$ cat config.mk
export PLATFORM = sky130hd
export DESIGN_NAME = periph_config_lock_status
export DESIGN_NICKNAME = d
export VERILOG_FILES = /design/src/rtl/cfg_guard_pkg.sv /design/src/rtl/strap_capture.sv /design/src/rtl/periph_config_lock_status.sv
export SDC_FILE = /design/constraint.sdc
export NUM_CORES = 1
export LEC_CHECK = 0
export BUFFER_PORTS_ARGS = -buffer_cell sky130_fd_sc_hd__buf_2
export CAP_MARGIN = 20
export CORE_MARGIN = 5
export CORE_UTILIZATION = 53
export CTS_CLUSTER_SIZE = 20
export DETAILED_ROUTE_END_ITERATION = 10
export PLACE_DENSITY = 0.83
export SLEW_MARGIN = 20
export SYNTH_ARGS = -nofsm -noshare
export SYNTH_HDL_FRONTEND = slang
export SYNTH_SLANG_ARGS = --single-unit
export TNS_END_PERCENT = 50
$ cat constraint.sdc
create_clock -name clk_i -period 8.48 [get_ports clk_i]
set_input_delay 0.848 -clock clk_i [delete_from_list [all_inputs] [get_ports clk_i]]
set_output_delay 0.848 -clock clk_i [all_outputs]
set_load 0.03 [all_outputs]
$ cat src/rtl/cfg_guard_pkg.sv
// Package of register map, field layout and reset values for the config guard
package cfg_guard_pkg;
   localparam int ADDR_W = 32;
   localparam logic [31:0] STRAP_STATUS_ADDR = 32'h01b3f004;
   localparam logic [31:0] GUARD_ADDR = 32'h01b3f018;
   localparam logic [31:0] PERIPH_EN_ADDR = 32'h01b3f000;
   localparam logic [31:0] UNLOCK_KEY = 32'h10c0010c;
   localparam logic [1:0] RESP_OKAY = 2'h0;
   localparam logic [1:0] RESP_SLVERR = 2'h2;
   localparam int PEN_W = 6;
   // Video ports and two-wire off; serial ports selected, audio off
   localparam logic [5:0] PEN_RESET = 6'h06;
   localparam int STRAP_W = 11;
   localparam int GUARD_BIT = 0;

   typedef struct packed {
      logic net_mac_on;
      logic host_port_width;
      logic pci_eeprom_autoload;
      logic pci_on;
      logic [1:0] cpu_clock_multiplier;
      logic little_endian_flag;
      logic [1:0] boot_source;
      logic [1:0] ext_mem_clock_select;
   } strap_type;

   typedef struct packed {
      logic video_port1_on;
      logic video_port0_on;
      logic two_wire_on;
      logic serial_port1_select;
      logic serial_port0_select;
      logic audio_port_select;
   } pen_type;

   function automatic logic [31:0] strap_word(input strap_type s);
      strap_word = {20'h00000, s.net_mac_on, s.host_port_width,
         s.pci_eeprom_autoload, s.pci_on, 1'b0, s.cpu_clock_multiplier,
         s.little_endian_flag, s.boot_source, s.ext_mem_clock_select};
   endfunction : strap_word
endpackage : cfg_guard_pkg

$ cat src/rtl/strap_capture.sv
// Capture of strap pin levels once after reset release
`timescale 1ns/10ps
module strap_capture
   import cfg_guard_pkg::*;
(
   // Clock and reset
   input wire logic clk_i,
   input wire logic rst_i,
   // Strap pins
   input wire strap_type pins_i,
   // Held value
   output strap_type strap_o
);
   logic done_q;

   // Reset can only load constants, so the pins are sampled on the first edge
   always_ff @(posedge clk_i or posedge rst_i) begin
      if (rst_i) begin
         done_q <= 1'b0;
         strap_o <= '0;
      end else if (!done_q) begin
         done_q <= 1'b1;
         strap_o <= pins_i;
      end
   end
endmodule : strap_capture

$ cat src/rtl/periph_config_lock_status.sv
// Configuration write guard and strap status register bank over AXI4-Lite
//
// Behaviour
// - Guard bit 0 reads 1 when locked, 0 unlocked; locked after reset.
// - Enable register writes are dropped while locked.
// - Enable register reads always return its contents.
// - Full 32-bit key write unlocks; software writes key before enables.
// - Any enable register write relocks the guard.
// - Reserved bits read zero, writes ignored.
// - Status bit 11 shows network MAC enable.
// - Status bit 10 shows host port width, 0 is 16-bit.
// - Status bit 9 shows PCI EEPROM autoload.
// - Status bit 8 shows PCI enable.
// - Status bits 6:5 show CPU clock multiplier.
// - Status bit 4 shows byte order, 1 little-endian.
// - Status bits 3:2 show boot source.
// - Status bits 1:0 show external memory clock source.
// - Status register is read-only, shows current configuration.
// - Enable register holds six peripheral enable and select bits.
// - Serial port selects set at power-up, other bits clear; enable bits change only while unlocked.
`timescale 1ns/10ps
module periph_config_lock_status
   import cfg_guard_pkg::*;
(
   // Clock and reset
   input wire logic clk_i,
   input wire logic rst_i,
   // AXI4-Lite write address
   input wire logic [31:0] s_axi_awaddr_i,
   input wire logic s_axi_awvalid_i,
   output logic s_axi_awready_o,
   // AXI4-Lite write data
   input wire logic [31:0] s_axi_wdata_i,
   input wire logic [3:0] s_axi_wstrb_i,
   input wire logic s_axi_wvalid_i,
   output logic s_axi_wready_o,
   // AXI4-Lite write response
   output logic [1:0] s_axi_bresp_o,
   output logic s_axi_bvalid_o,
   input wire logic s_axi_bready_i,
   // AXI4-Lite read address
   input wire logic [31:0] s_axi_araddr_i,
   input wire logic s_axi_arvalid_i,
   output logic s_axi_arready_o,
   // AXI4-Lite read data
   output logic [31:0] s_axi_rdata_o,
   output logic [1:0] s_axi_rresp_o,
   output logic s_axi_rvalid_o,
   input wire logic s_axi_rready_i,
   // Strap pins
   input wire strap_type strap_pins_i,
   // Peripheral enables and lock state flag
   output pen_type periph_enable_o,
   output logic lock_state_flag_o
);

   ////////////////////////////////////////////////////////////////////
   logic aw_held_q;
   logic w_held_q;
   logic [31:0] awaddr_q;
   logic [31:0] wdata_q;
   logic [3:0] wstrb_q;
   logic do_write;
   logic lock_q;
   strap_type strap;

   strap_capture u_strap (
      .clk_i(clk_i),
      .rst_i(rst_i),
      .pins_i(strap_pins_i),
      .strap_o(strap)
   );

   ////////////////////////////////////////////////////////////////////
   // Write channel: address and data latched in either order
   assign do_write = aw_held_q && w_held_q && !s_axi_bvalid_o;

   always_ff @(posedge clk_i or posedge rst_i) begin
      if (rst_i) begin
         aw_held_q <= 1'b0;
         awaddr_q <= '0;
         s_axi_awready_o <= 1'b0;
      end else begin
         // Stay closed while a response waits: one write at a time
         s_axi_awready_o <= !aw_held_q && !s_axi_awready_o &&
                            !s_axi_bvalid_o;
         if (s_axi_awvalid_i && s_axi_awready_o) begin
            aw_held_q <= 1'b1;
            awaddr_q <= s_axi_awaddr_i;
            s_axi_awready_o <= 1'b0;
         end else if (do_write) begin
            aw_held_q <= 1'b0;
         end
      end
   end

   always_ff @(posedge clk_i or posedge rst_i) begin
      if (rst_i) begin
         w_held_q <= 1'b0;
         wdata_q <= '0;
         wstrb_q <= '0;
         s_axi_wready_o <= 1'b0;
      end else begin
         s_axi_wready_o <= !w_held_q && !s_axi_wready_o &&
                           !s_axi_bvalid_o;
         if (s_axi_wvalid_i && s_axi_wready_o) begin
            w_held_q <= 1'b1;
            wdata_q <= s_axi_wdata_i;
            wstrb_q <= s_axi_wstrb_i;
            s_axi_wready_o <= 1'b0;
         end else if (do_write) begin
            w_held_q <= 1'b0;
         end
      end
   end

   always_ff @(posedge clk_i or posedge rst_i) begin
      if (rst_i) begin
         s_axi_bvalid_o <= 1'b0;
         s_axi_bresp_o <= RESP_OKAY;
      end else if (do_write) begin
         s_axi_bvalid_o <= 1'b1;
         if (awaddr_q == GUARD_ADDR || awaddr_q == PERIPH_EN_ADDR ||
             awaddr_q == STRAP_STATUS_ADDR) begin
            s_axi_bresp_o <= RESP_OKAY;
         end else begin
            s_axi_bresp_o <= RESP_SLVERR;
         end
      end else if (s_axi_bready_i) begin
         s_axi_bvalid_o <= 1'b0;
      end
   end

   ////////////////////////////////////////////////////////////////////
   // Guard: only the complete key unlocks, so all byte lanes are required
   always_ff @(posedge clk_i or posedge rst_i) begin
      if (rst_i) begin
         lock_q <= 1'b1;
      end else if (do_write && awaddr_q == GUARD_ADDR) begin
         lock_q <= !(wdata_q == UNLOCK_KEY && wstrb_q == 4'hf);
      end else if (do_write && awaddr_q == PERIPH_EN_ADDR) begin
         lock_q <= 1'b1;
      end
   end

   always_ff @(posedge clk_i or posedge rst_i) begin
      if (rst_i) begin
         lock_state_flag_o <= 1'b1;
      end else begin
         lock_state_flag_o <= lock_q;
      end
   end

   // Enable register; strobe on byte 0 needed since all bits live there
   always_ff @(posedge clk_i or posedge rst_i) begin
      if (rst_i) begin
         periph_enable_o <= pen_type'(PEN_RESET);
      end else if (do_write && awaddr_q == PERIPH_EN_ADDR && !lock_q &&
                   wstrb_q[0]) begin
         periph_enable_o <= pen_type'(wdata_q[PEN_W-1:0]);
      end
   end

   ////////////////////////////////////////////////////////////////////
   // Read channel: one read at a time, rvalid raised at the edge that accepts it
   always_ff @(posedge clk_i or posedge rst_i) begin
      if (rst_i) begin
         s_axi_arready_o <= 1'b0;
         s_axi_rvalid_o <= 1'b0;
         s_axi_rdata_o <= '0;
         s_axi_rresp_o <= RESP_OKAY;
      end else begin
         s_axi_arready_o <= !s_axi_rvalid_o && !s_axi_arready_o &&
                            !(s_axi_arvalid_i && s_axi_arready_o);
         if (s_axi_arvalid_i && s_axi_arready_o) begin
            s_axi_arready_o <= 1'b0;
            s_axi_rvalid_o <= 1'b1;
            s_axi_rresp_o <= RESP_OKAY;
            if (s_axi_araddr_i == GUARD_ADDR) begin
               s_axi_rdata_o <= {31'h00000000, lock_q};
            end else if (s_axi_araddr_i == PERIPH_EN_ADDR) begin
               s_axi_rdata_o <= {26'h0000000, periph_enable_o};
            end else if (s_axi_araddr_i == STRAP_STATUS_ADDR) begin
               s_axi_rdata_o <= strap_word(strap);
            end else begin
               s_axi_rdata_o <= '0;
               s_axi_rresp_o <= RESP_SLVERR;
            end
         end else if (s_axi_rvalid_o && s_axi_rready_i) begin
            s_axi_rvalid_o <= 1'b0;
         end
      end
   end
endmodule : periph_config_lock_status

==> summary.md <==
| Metric | Value |
|---|---|
| First-pass GRT wire length | `14800 µm` |
| Buffers added on ports | `142` |
| Vias | `3041` |
| I/O Pins | `166` |
| Synth cell types | `37` |
| DRC | `0` |
| Min Hold Slack | `0.422 ns` |
| Relative slew slack | `52.3%` |
| GP Congestion | `0.753` |
| P per Cell Area | `272 mW/mm²` |
| Worst Path Required | `8.76 ns` |
| CTS clk-pin slew, worst paths | `0.09 ns` |
| Height of the chip | `103 µm` |
| CTS Buffer Depth | `2` |
| Post-CTS Setup Repair Bufs | `0` |
| Rows | `33` |
| Async SR Flop Fraction | `100%` |
| Max Freq | `0.504 GHz` |
| H-tree levels | `3` |
| CTS Root Cell | `clkbuf_8` |
| Synthesized area | `0.00456 mm²` |
| Crit Path Class | `in2reg` |
| Starting density of the core | `55.0%` |
| Die area | `0.0106 mm²` |
| Number of global-route vias before repair | `3187` |
| P_leak | `2.68 nW` |
| Synth area leaders | `dfrtp_1, mux2_2, buf_4, dfstp_2, mux2_1` |
| Pin count of the biggest net entering global routing | `84` |
| Fin. Hold Viols | `0` |
| Min cycle time layout | `1.98 ns` |
| Core outline area | `0.00830 mm²` |
| DR iter-0 viols | `92` |
| Top-area cell type share of the netlist area | `57.0%` |
| CTS sink count | `108` |
| Most instantiated library cell after synthesis | `dfrtp_1` |
| Status | `finished clean` |
| Final Skew | `0.0159 ns` |
| Ant diodes | `0` |
| Antenna violations before repair | `3` |
| HPWL after DPL | `7420 µm` |
| Grt ovf | `0` |
| Max_cap viols | `0` |
| Crit path capture type | `flop` |
| Worst-skew pair later-pin latency | `0.35 ns` |
| Top cell types by occurrence after synthesis | `dfrtp_1, mux2_2, buf_4` |
| Crit path DAT | `2.27 ns` |
| Main flop type after synthesis | `dfrtp_1` |
| Synth Register Bits | `108` |
| Largest area contributor in the netlist | `dfrtp_1` |
| Crit path max fanout | `10` |
| Worst vdd ir | `182 µV` |
| # setup viols final | `0` |
| Synth warn | `0` |
| Total track usage | `18.2%` |
| Worst slew pin tran | `0.716 ns` |
| PostCTS Resize Cnt | `0` |
| Syn Inst Count | `319` |
| Setup TNS | `0 ns` |
| Final wirelength | `9510 µm` |
| Startpoint Class | `primary input` |
| Final slew viol count | `0` |
| Via density | `5.29` |
| Layout cells sized above 1 | `54.7%` |
| Dpl ws | `6.11 ns` |
| Die Width | `103 µm` |
| RSZ-0062 raised after global routing | `no` |
| Hold crit path type | `reg2reg` |
| P&R area growth vs syn | `20.6%` |
| Final net count | `583` |
| DR pass1 iterations | `4` |
| CTS buffer count | `9` |
| Register area share after synthesis | `59.3%` |
| Post-route setup slack | `6.50 ns` |
| WL/cell | `16.5 µm` |
| Number of synthesized flops with an enable pin | `0` |
| Final period util | `23.4%` |
| CTS tree | `done` |
| Post-CTS Hold Buffers | `0` |
| Tot Pwr | `0.00150 W` |
| Post-Syn Area per Cell | `14.3 µm²` |
| Remaining antenna violation count | `0` |
==> per-layer routing <==
layer	track usage [%]	routed length, µm	up-vias	share of wire [%]
li1	-	-	1413	-
met1	21.1	3520	1487	37
met2	32.5	4890	124	51
met3	5.95	977	11	10
met4	4.78	55	6	0.58
met5	0	58	-	0.61
==> sequential cells by signal, summed over array words and instances (netlist names), 4 cells and up <==
register,flops
wdata_q,32
s_axi_rdata_o,11
periph_enable_o,6
wstrb_q,4
u_strap.strap_o,11
awaddr_q,32
==> worst paths after layout <==
path	from	depth (start not counted)	end	slack (ns)
setup / recovery	s_axi_araddr_i[19]	5	s_axi_rdata_o[11]$_DFFE_PP0P_	6.50
hold / removal	lock_q$_DFFE_PP1P_	0	lock_state_flag_o$_DFF_PP1_	0.42
setup reg to reg	awaddr_q[10]$_DFFE_PP0P_	4	periph_enable_o[5]$_DFFE_PP0P_	6.71
hold reg to reg	lock_q$_DFFE_PP1P_	0	lock_state_flag_o$_DFF_PP1_	0.42
max in group asynchronous	rst_i	3	awaddr_q[2]$_DFFE_PP0P_	7.01
min in group asynchronous	rst_i	2	s_axi_arready_o$_DFF_PP0_	0.46
==> placed cells by master (no fill, tap or decap), drive strengths merged, types with 4 or more instances in the layout <==
cell / netlist / layout
mux2: 90 / 90
nor3: 5 / 5
nor4: 10 / 10
dfstp: 4 / 4
nor2: 5 / 5
nor4b: 4 / 4
nand2: 7 / 7
o21ai: 6 / 6
and4b: 5 / 5
conb: 2 / 24
dfrtp: 104 / 104
clkbuf: 6 / 11
buf: 26 / 145
nor4bb: 4 / 4
a21oi: 4 / 4
a32o: 5 / 5
inv: 6 / 8
a22o: 6 / 6
nand4: 6 / 6
==> where the power goes <==
| part | internal, W | leakage [nW] | total (W) | switching, W |
|---|---|---|---|---|
| Combinational | 0.000222 | 1.29 | 0.000389 | 0.000167 |
| Sequential | 0.000701 | 1.30 | 0.000810 | 0.000109 |
| Clock | 0.000126 | 0.0965 | 0.000297 | 0.000170 |
| Total | 0.00105 | 2.68 | 0.00150 | 0.000446 |
==> worst max-delay path: stages <==
cell	delay (ns)
buf_2	0.10
nor4bb_1	0.28
nand4_1	0.24
nor4_4	0.55
a32o_1	0.25
==> metrics by stage <==
step | utilization, % | cell area [µm²] | std cells
2_1_floorplan | - | 4650 | 341
6_report | 66.3 | 5500 | 575
3_5_place_dp | 63.9 | 5310 | 559
5_1_grt | 66.3 | 5500 | 575
3_3_place_gp | 63.9 | 5310 | 559
4_1_cts | 66.3 | 5500 | 575
==> cell type report <==
cell class,count,area (µm²)
inverters,6,25.0
flip-flops and latches,108,2710
multi-input cells,195,1710
repair buffers,145,737
fillers,639,2800
well taps,105,131
clock inverters,5,42.5
clock buffers,11,151
==> logic make-up after synthesis <==
family | synth area share [%]
DFF | 59.3
muxes | 22.4
and+or+nand+nor | 9.19
buffers and inverters | 5.02
AOI/OAI and AO/OA | 3.87
other | 0.165
No activity file was read; power rests on OpenSTA's default activity.
